[src/hw/sqs_pkg.sv]
// Purpose: Shared constants and types for the signal quality status registers
// Assumes: AXI4-Lite, 32-bit data, word index times four gives the byte address
// Notes:   Parameter index 0..4: equalizer, gain, baseline, freq offset, freq control
package sqs_pkg;

  localparam int          SQS_AW          = 8;
  localparam int          SQS_NPARAM      = 5;
  localparam int          SQS_PW          = 8;

  // Register word indices
  localparam logic [5:0]  SQS_IDX_VAR_CTRL = 6'h1a;
  localparam logic [5:0]  SQS_IDX_VAR_WIN  = 6'h1b;
  localparam logic [5:0]  SQS_IDX_LQM      = 6'h1d;
  localparam logic [5:0]  SQS_IDX_IRQ_STAT = 6'h20;
  localparam logic [5:0]  SQS_IDX_IRQ_MASK = 6'h21;

  // Field positions
  localparam int          SQS_VAR_RDY_BIT  = 15;
  localparam int          SQS_VAR_HOLD_BIT = 3;
  localparam int          SQS_LQM_ON_BIT   = 15;
  localparam int          SQS_FLAG_MSB     = 9;
  localparam int          SQS_IRQ_LQM_BIT  = 0;
  localparam int          SQS_IRQ_VAR_BIT  = 1;
  localparam int          SQS_IRQ_W        = 2;

  // Reset values
  localparam logic [31:0] SQS_VAR_SUM_RST  = 32'h0000_0000;
  localparam logic [9:0]  SQS_FLAGS_RST    = 10'h000;
  localparam logic [1:0]  SQS_IRQ_RST      = 2'h0;

  localparam logic [1:0]  SQS_RESP_OKAY    = 2'h0;
  localparam logic [1:0]  SQS_RESP_SLVERR  = 2'h2;

  localparam logic [7:0]  SQS_PARAM_MAX    = 8'hff;
  localparam logic [7:0]  SQS_PARAM_MIN    = 8'h00;

  typedef struct packed {
    logic [SQS_PW-1:0] high;
    logic [SQS_PW-1:0] low;
  } sqs_thr_t;

  typedef sqs_thr_t [SQS_NPARAM-1:0]           sqs_thr_vec_t;
  typedef logic [SQS_NPARAM-1:0][SQS_PW-1:0]  sqs_param_vec_t;

endpackage

[src/hw/sqs_thr_check.sv]
// Purpose: One high/low threshold comparison for a monitored parameter
// Assumes: Unsigned parameter and threshold values
// Notes:   Combinational; the caller registers the result
`timescale 1ns/10ps
module sqs_thr_check
  import sqs_pkg::*;
(
  input  wire logic [SQS_PW-1:0] i_value,
  input  wire sqs_thr_t          i_thr,
  output logic                   o_high,
  output logic                   o_low
);

  // Extreme thresholds can never be crossed, so they switch the check off
  assign o_high = (i_thr.high != SQS_PARAM_MAX) && (i_value > i_thr.high);
  assign o_low  = (i_thr.low  != SQS_PARAM_MIN) && (i_value < i_thr.low);

endmodule

[src/hw/sqs_regs.sv]
// Purpose: Variance sum readout and link quality monitor registers
// Assumes: Parameters, thresholds and variance results come from logic on i_clk
// Notes:   AXI4-Lite slave, one write and one read under way at most
//
// Contract
// The block keeps a 32-bit variance sum shown through a 16-bit read-only window.
// While the hold bit is set no new variance result is loaded into the sum.
// Software should set the hold bit once it sees the ready flag, before reading.
// After hold is set the first window read gives the low half, the second the high half.
// Bit 15 enables monitoring, which only runs while a valid 100 Mb/s link exists.
// A threshold set to its maximum or minimum value can never be violated.
// A threshold violation raises the interrupt only when its source is unmasked.
// Reading the monitor register clears every warning flag and re-arms the interrupt; the flag of a violation still present while active stays set.
// Warning flags are sticky high/low pairs at bits 9..0, one pair per parameter.
// Monitor bits 14:10 read as zero and ignore writes.
// Two consecutive window reads clear both the ready flag and the hold bit.
// A half pointer resets to the low half when hold is set and toggles on each read.
`timescale 1ns/10ps
module sqs_regs
  import sqs_pkg::*;
(
  input  wire logic              i_clk,
  input  wire logic              i_rst_n,
  input  wire logic              i_ce,
  input  wire logic              i_link_100_valid,
  input  wire sqs_param_vec_t    i_param,
  input  wire sqs_thr_vec_t      i_thr,
  input  wire logic              i_var_load,
  input  wire logic [31:0]       i_var_value,
  input  wire logic [SQS_AW-1:0] i_awaddr,
  input  wire logic              i_awvalid,
  output logic                   o_awready,
  input  wire logic [31:0]       i_wdata,
  input  wire logic [3:0]        i_wstrb,
  input  wire logic              i_wvalid,
  output logic                   o_wready,
  output logic [1:0]             o_bresp,
  output logic                   o_bvalid,
  input  wire logic              i_bready,
  input  wire logic [SQS_AW-1:0] i_araddr,
  input  wire logic              i_arvalid,
  output logic                   o_arready,
  output logic [31:0]            o_rdata,
  output logic [1:0]             o_rresp,
  output logic                   o_rvalid,
  input  wire logic              i_rready,
  output logic                   o_irq
);

  logic [31:0]           var_sum;
  logic                  var_ready;
  logic                  var_hold;
  logic                  half_ptr;
  logic                  quality_monitor_on;
  logic [SQS_FLAG_MSB:0] flags;
  logic [SQS_IRQ_W-1:0]  irq_status;
  logic [SQS_IRQ_W-1:0]  irq_mask;
  logic [5:0]            aw_idx;
  logic                  aw_got;
  logic [31:0]           w_data;
  logic [3:0]            w_strb;
  logic                  w_got;

  logic                  do_write;
  logic                  do_read;
  logic [5:0]            ar_idx;
  logic                  rd_window;
  logic                  rd_monitor;
  logic                  wr_var_ctrl;
  logic                  wr_monitor;
  logic                  wr_irq_stat;
  logic                  wr_irq_mask;
  logic                  hold_set;
  logic                  window_done;
  logic                  monitor_active;
  logic [SQS_FLAG_MSB:0] viol;
  logic [SQS_FLAG_MSB:0] next_flags;
  logic                  lqm_event;
  logic                  var_event;
  logic [SQS_IRQ_W-1:0]  next_irq_status;
  logic [31:0]           next_rdata;
  logic [1:0]            next_rresp;

  assign do_write    = aw_got && w_got && !o_bvalid;
  assign do_read     = i_arvalid && o_arready;
  assign ar_idx      = i_araddr[7:2];
  assign rd_window   = do_read && (ar_idx == SQS_IDX_VAR_WIN);
  assign rd_monitor  = do_read && (ar_idx == SQS_IDX_LQM);
  assign wr_var_ctrl = do_write && (aw_idx == SQS_IDX_VAR_CTRL) && w_strb[0];
  assign wr_monitor  = do_write && (aw_idx == SQS_IDX_LQM) && w_strb[1];
  assign wr_irq_stat = do_write && (aw_idx == SQS_IDX_IRQ_STAT) && w_strb[0];
  assign wr_irq_mask = do_write && (aw_idx == SQS_IDX_IRQ_MASK) && w_strb[0];
  assign hold_set    = wr_var_ctrl && w_data[SQS_VAR_HOLD_BIT];
  assign window_done = rd_window && half_ptr;

  // Threshold comparators, one per monitored parameter
  genvar g;
  generate
    for (g = 0; g < SQS_NPARAM; g++)
    begin : g_chk
      sqs_thr_check u_chk
      (
        .i_value (i_param[g]),
        .i_thr   (i_thr[g]),
        .o_high  (viol[2*g+1]),
        .o_low   (viol[2*g])
      );
    end
  endgenerate

  assign monitor_active = quality_monitor_on && i_link_100_valid;

  // Only a flag going from clear to set counts, so a standing violation
  // interrupts once until the monitor register is read again; the read
  // itself counts as clear so a persisting violation re-arms at once
  assign lqm_event = monitor_active &&
                     |(viol & ~(rd_monitor ? SQS_FLAGS_RST : flags));
  assign var_event = i_ce && i_var_load && !var_hold;

  always_comb
  begin
    next_flags = flags;
    if (rd_monitor)
    begin
      next_flags = SQS_FLAGS_RST;
    end
    if (monitor_active)
    begin
      next_flags = next_flags | viol;
    end
  end

  always_comb
  begin
    next_irq_status = irq_status;
    if (wr_irq_stat)
    begin
      next_irq_status = irq_status & ~w_data[SQS_IRQ_W-1:0];
    end
    // Set beats a simultaneous clear
    if (lqm_event)
    begin
      next_irq_status[SQS_IRQ_LQM_BIT] = 1'b1;
    end
    if (var_event)
    begin
      next_irq_status[SQS_IRQ_VAR_BIT] = 1'b1;
    end
  end

  always_comb
  begin
    next_rdata = 32'h0000_0000;
    next_rresp = SQS_RESP_OKAY;
    case (ar_idx)
      SQS_IDX_VAR_CTRL:
      begin
        next_rdata[SQS_VAR_RDY_BIT]  = var_ready;
        next_rdata[SQS_VAR_HOLD_BIT] = var_hold;
      end
      SQS_IDX_VAR_WIN:
      begin
        next_rdata[15:0] = half_ptr ? var_sum[31:16] : var_sum[15:0];
      end
      SQS_IDX_LQM:
      begin
        // Bits 14:10 stay zero
        next_rdata[SQS_LQM_ON_BIT]   = quality_monitor_on;
        next_rdata[SQS_FLAG_MSB:0]   = flags;
      end
      SQS_IDX_IRQ_STAT:
      begin
        next_rdata[SQS_IRQ_W-1:0] = irq_status;
      end
      SQS_IDX_IRQ_MASK:
      begin
        next_rdata[SQS_IRQ_W-1:0] = irq_mask;
      end
      default:
      begin
        next_rresp = SQS_RESP_SLVERR;
      end
    endcase
  end

  // Write address channel
  always_ff @(posedge i_clk or negedge i_rst_n)
  begin
    if (!i_rst_n)
    begin
      o_awready <= 1'b1;
      aw_got    <= 1'b0;
      aw_idx    <= 6'h00;
    end
    else if (i_ce)
    begin
      if (i_awvalid && o_awready)
      begin
        o_awready <= 1'b0;
        aw_got    <= 1'b1;
        aw_idx    <= i_awaddr[7:2];
      end
      else if (do_write)
      begin
        aw_got <= 1'b0;
      end
      else if (o_bvalid && i_bready)
      begin
        o_awready <= 1'b1;
      end
    end
  end

  // Write data channel
  always_ff @(posedge i_clk or negedge i_rst_n)
  begin
    if (!i_rst_n)
    begin
      o_wready <= 1'b1;
      w_got    <= 1'b0;
      w_data   <= 32'h0000_0000;
      w_strb   <= 4'h0;
    end
    else if (i_ce)
    begin
      if (i_wvalid && o_wready)
      begin
        o_wready <= 1'b0;
        w_got    <= 1'b1;
        w_data   <= i_wdata;
        w_strb   <= i_wstrb;
      end
      else if (do_write)
      begin
        w_got <= 1'b0;
      end
      else if (o_bvalid && i_bready)
      begin
        o_wready <= 1'b1;
      end
    end
  end

  // Write response; unmapped writes are answered with an error and dropped
  always_ff @(posedge i_clk or negedge i_rst_n)
  begin
    if (!i_rst_n)
    begin
      o_bvalid <= 1'b0;
      o_bresp  <= SQS_RESP_OKAY;
    end
    else if (i_ce)
    begin
      if (do_write)
      begin
        o_bvalid <= 1'b1;
        o_bresp  <= (aw_idx == SQS_IDX_VAR_CTRL || aw_idx == SQS_IDX_VAR_WIN ||
                     aw_idx == SQS_IDX_LQM || aw_idx == SQS_IDX_IRQ_STAT ||
                     aw_idx == SQS_IDX_IRQ_MASK) ? SQS_RESP_OKAY : SQS_RESP_SLVERR;
      end
      else if (o_bvalid && i_bready)
      begin
        o_bvalid <= 1'b0;
      end
    end
  end

  // Read channel; side effects happen when the address is taken
  always_ff @(posedge i_clk or negedge i_rst_n)
  begin
    if (!i_rst_n)
    begin
      o_arready <= 1'b1;
      o_rvalid  <= 1'b0;
      o_rdata   <= 32'h0000_0000;
      o_rresp   <= SQS_RESP_OKAY;
    end
    else if (i_ce)
    begin
      if (do_read)
      begin
        o_arready <= 1'b0;
        o_rvalid  <= 1'b1;
        o_rdata   <= next_rdata;
        o_rresp   <= next_rresp;
      end
      else if (o_rvalid && i_rready)
      begin
        o_rvalid  <= 1'b0;
        o_arready <= 1'b1;
      end
    end
  end

  // Variance sum and ready flag
  always_ff @(posedge i_clk or negedge i_rst_n)
  begin
    if (!i_rst_n)
    begin
      var_sum   <= SQS_VAR_SUM_RST;
      var_ready <= 1'b0;
    end
    else if (i_ce)
    begin
      if (var_event)
      begin
        var_sum   <= i_var_value;
        var_ready <= 1'b1;
      end
      else if (window_done)
      begin
        var_ready <= 1'b0;
      end
    end
  end

  // Hold bit; a fresh set from software wins over the automatic clear
  always_ff @(posedge i_clk or negedge i_rst_n)
  begin
    if (!i_rst_n)
    begin
      var_hold <= 1'b0;
    end
    else if (i_ce)
    begin
      if (wr_var_ctrl)
      begin
        var_hold <= w_data[SQS_VAR_HOLD_BIT];
      end
      else if (window_done)
      begin
        var_hold <= 1'b0;
      end
    end
  end

  // Half pointer
  always_ff @(posedge i_clk or negedge i_rst_n)
  begin
    if (!i_rst_n)
    begin
      half_ptr <= 1'b0;
    end
    else if (i_ce)
    begin
      if (hold_set)
      begin
        half_ptr <= 1'b0;
      end
      else if (rd_window)
      begin
        half_ptr <= ~half_ptr;
      end
    end
  end

  // Monitor enable and warning flags
  always_ff @(posedge i_clk or negedge i_rst_n)
  begin
    if (!i_rst_n)
    begin
      quality_monitor_on <= 1'b0;
      flags              <= SQS_FLAGS_RST;
    end
    else if (i_ce)
    begin
      if (wr_monitor)
      begin
        quality_monitor_on <= w_data[SQS_LQM_ON_BIT];
      end
      flags <= next_flags;
    end
  end

  // Interrupt status, mask and output
  always_ff @(posedge i_clk or negedge i_rst_n)
  begin
    if (!i_rst_n)
    begin
      irq_status <= SQS_IRQ_RST;
      irq_mask   <= SQS_IRQ_RST;
      o_irq      <= 1'b0;
    end
    else if (i_ce)
    begin
      irq_status <= next_irq_status;
      if (wr_irq_mask)
      begin
        irq_mask <= w_data[SQS_IRQ_W-1:0];
      end
      o_irq <= |(next_irq_status & irq_mask);
    end
  end

endmodule

[config.mk]
export PLATFORM = sky130hd
export DESIGN_NAME = sqs_regs
export DESIGN_NICKNAME = d
export VERILOG_FILES = /design/src/hw/sqs_pkg.sv /design/src/hw/sqs_thr_check.sv /design/src/hw/sqs_regs.sv
export SDC_FILE = /design/constraint.sdc
export NUM_CORES = 1
export LEC_CHECK = 0
export ABC_AREA = 1
export BUFFER_PORTS_ARGS = -buffer_cell sky130_fd_sc_hd__buf_2
export CAP_MARGIN = 10
export CELL_PAD_IN_SITES_DETAIL_PLACEMENT = 0
export CELL_PAD_IN_SITES_GLOBAL_PLACEMENT = 1
export CORE_MARGIN = 2
export CORE_UTILIZATION = 31
export CTS_BUF_LIST = sky130_fd_sc_hd__clkbuf_4 sky130_fd_sc_hd__clkbuf_8 sky130_fd_sc_hd__clkbuf_16
export DETAILED_ROUTE_END_ITERATION = 16
export PLACE_DENSITY = 0.78
export SLEW_MARGIN = 20
export SYNTH_ARGS = -nofsm -noshare
export SYNTH_HDL_FRONTEND = slang
export SYNTH_SLANG_ARGS = --single-unit
[constraint.sdc]
create_clock -name i_clk -period 1.3 [get_ports i_clk]
set_input_delay 0.26 -clock i_clk [delete_from_list [all_inputs] [get_ports i_clk]]
set_output_delay 0.26 -clock i_clk [all_outputs]
set_load 0.05 [all_outputs]
==> reports/metrics.yaml <==
setup_path:
  crit_type: "flip-flop to flip-flop"
  cp_slowest_stage_delay_ps: 540
  crit_chain: "nand2_2 -> inv_2 -> nand3_4 -> clkbuf_16 -> nand2_4 -> nand3_2 -> nand2_2 -> nor2_1 -> nand3_1 -> nand2_1 -> nand2_1 -> nand3_1 -> nand2_1"
  start_kind: "flip-flop"
  crit_slowest_cell: "dfstp_2"
  r2r_end: "o_irq"
  r2r.worst_path.cells: 13
  cp_max_fo: 6
  required_ps: 1580
  cp.arrival_ps: 1890
  regToRegSetupSlack_ps: -310
  cp_common_cell: "nand2_1"
  end_kind: "flip-flop"
  r2r-start: "o_arready"
  endpoint: "o_irq"
  crit_start: "o_arready"
yosys:
  syn_inst: 897
  yosysSeqAreaShare: 0.344
  ys_ff_latch: 88
  synth_top_area_cell: "dfrtp_1"
  syn_area_per_cell_um2: 7.14
  synth_top_area_share: 0.332
  ys.flop_type: "dfrtp_1"
  synth_area_leaders: "dfrtp_1, nand2_1, ha_1"
  synth_area_um2: 6410
  synth_edf_count: 0
  yosys_warnings: 0
  async_flop_share: 1.00
  synth_cell_types: 37
clock_network:
  h-tree-depth: 3
  clock-sinks: 88
  cts_buffer_depth: 2
  clk_pin_slew_worst_paths_ps: 60
  cts_tree: "done"
  cts_buffers: 9
  root_buffer: "clkbuf_16"
  insertion_delay_ps: 340
cells_and_area:
  finalNonFillerCells: 1454
  syn2layout_area_growth_pct: 41.7
  fillCellCount: 2123
  antenna_cells: 0
  drive_gt1_frac: 0.330
  fin_util: 0.449
  fin_nets: 1468
grt:
  antenna_found_initial: 0
  grt_pass1_wl_um: 28800
  met3_usage: 0.0207
  overflow: 0
  grt_start_max_net_pins: 45
  use_met2: 0.285
  top_usage_layer: "met2"
  grtUsageTotal: 0.163
  use_met1: 0.211
  grt_pass1_vias: 6100
floorplanning:
  coreArea_um2: 20200
  initial_core_util: 0.317
  die_y_um: 148
  io_pins: 256
  num_rows: 52
  dieArea_um2: 21800
  fp.dieW_um: 148
placed_design:
  placedCellCount: 1418
  io_buffers: 203
  place.detailed.hpwl_um: 14600
  gp_congestion: 0.820
  place_ws_ps: -555
timing:
  post-route-min-period_ps: 1610
  setup_viol: 37
  max_freq_ghz: 0.620
  setup-tns-final_ps: -7850
  finalHoldViolations: 0
  period_share: 1.24
  fin_worst_skew_ps: 8.03
  rsz0062_at_grt: "yes"
  drv_slew: 0
  worst_slack_ps: -312
drt:
  dr.first_iter.drc_count: 219
  antenna_left: 0
  via_count: 6255
  drt-vias-per-instance: 4.30
  drc: 0
  avgRoutedWirePerCell_um: 12.3
  routed_wl_um: 17900
  dr.pass1.iters: 4
run_status:
  status: "finished, violations left"
  violations: "negative setup slack"
pwr:
  leakagePower_nw: 5.32
  peakVddDrop_uv: 521
  powerDensity_nw_per_um2: 1160
flow_run:
  drv_cap: 0
worst_hold_path:
  min_path_type: "input port to flip-flop"
==> cells by family (layout without fill, tap and decap cells) <==
group                    count (synthesis)  in the layout  share of synthesized area
AND/OR/NAND/NOR                        424            424                      0.272
buffers and inverters                  194            464                      0.127
AO/OA/AOI/OAI                          101            101                     0.0877
flip-flops                              88             88                      0.344
adder cells (fa/ha/maj)                 75             75                      0.146
multiplexers                            14             14                     0.0221
other                                    1             18                   0.000585
==> Yosys cell counts (2+ instances only) <==
cell type,instances
o21bai_1,2
a21o_1,3
a21oi_1,34
nand2_2,3
dfrtp_1,85
nand2_1,309
inv_1,154
nand3b_1,2
nand4_1,10
o2111ai_1,2
buf_2,8
dfstp_2,3
nor3_4,2
buf_4,19
inv_2,6
mux2i_1,13
o21ai_0,42
ha_1,75
nand3_1,24
nor3_1,12
o22ai_1,9
o21a_1,5
nor2_1,52
nor4_1,2
clkbuf_1,6
nor2_2,4
==> worst max-delay path, delay by kind of cell, from the launching register on <==
kind                   cells  cell delay [ps]
buffers and inverters      2              250
AND/OR/NAND/NOR           11              750
flip-flops                 1              540
==> state kept, by name, indices dropped and copies added (netlist names), 2 cells and up <==
register / count
var_sum: 32
w_strb: 2
flags: 10
aw_idx: 6
irq_status: 2
o_rdata: 16
irq_mask: 2
w_data: 4
==> layer usage <==
layer | up-vias | share of wire
met2 | 132 | 0.49
met3 | 18 | 0.044
met5 | - | 0
met1 | 2759 | 0.45
met4 | 0 | 0.016
li1 | 3346 | -
==> report_power, final <==
group | switching [mW] | internal (mW) | leakage (nW) | total (mW)
logic | 2.42 | 1.80 | 4.10 | 4.22
clock network | 1.03 | 1.55 | 0.147 | 2.58
registers | 0.353 | 3.34 | 1.07 | 3.70
==> layout by cell type (no fill, tap or decap), drive strengths merged <==
cell type    instances
nand2              312
buf                285
inv                159
dfrtp               85
ha                  75
nor2                57
o21ai               42
a21oi               34
nand3               25
conb                18
nor3                15
clkbuf              14
mux2i               13
nand4               10
o22ai                9
o21a                 5
a21o                 3
dfstp                3
nand3b               2
o21bai               2
o2111ai              2
clkinvlp             2
clkinv               2
nor4                 2
mux2                 1
a221oi               1
o31ai                1
o41ai                1
o211ai               1
nor3b                1
bufinv               1
dlygate4sd3          1
==> worst min-delay path by stage <==
stage	startpoint	cells past startpoint	to	slack [ps]
after detailed placement	i_rst_n	1	o_rdata[7]	80
after global routing	i_var_value[19]	3	var_sum[19]	120
after floorplan	i_rst_n	0	aw_got	-40
after CTS	i_var_value[7]	3	var_sum[7]	110
final	i_var_value[7]	3	var_sum[7]	120
after global placement	i_rst_n	1	o_rdata[7]	90
==> metrics by stage <==
| step | area (um2) | hold slack, ps | total power [mW] |
|---|---|---|---|
| 2_1_floorplan | 6490 | -35.6 | 5.84 |
| 3_3_place_gp | 8190 | 85.8 | 7.12 |
| 3_5_place_dp | 8190 | 83.9 | 7.19 |
| 4_1_cts | 8840 | 107 | 10.3 |
| 5_1_grt | 9080 | 117 | 11.2 |
| 6_report | 9080 | 118 | 10.5 |
==> timing repair <==
| action | in CTS | in global routing |
|---|---|---|
| hold buffers | 1 | 0 |
| pin swaps | 13 | 14 |
| gates cloned | 1 | 2 |
| gates resized for setup | 82 | 54 |
| setup endpoints to repair | 34 | 55 |
| buffers inserted | 12 | 7 |
| endpoints found under the hold margin | 85 | 0 |
==> cell type report <==
| cell class | instances | area [um2] | share of cell area |
|---|---|---|---|
| tap | 270 | 338 | 0.0372 |
| clock buffer | 12 | 248 | 0.0273 |
| inverter | 160 | 612 | 0.0674 |
| multi-input combinational | 632 | 3770 | 0.415 |
| clock inverter | 4 | 47.5 | 0.00524 |
| timing repair buffer | 288 | 1860 | 0.204 |
| sequential | 88 | 2210 | 0.243 |
Power figures use the tool's default switching activity.
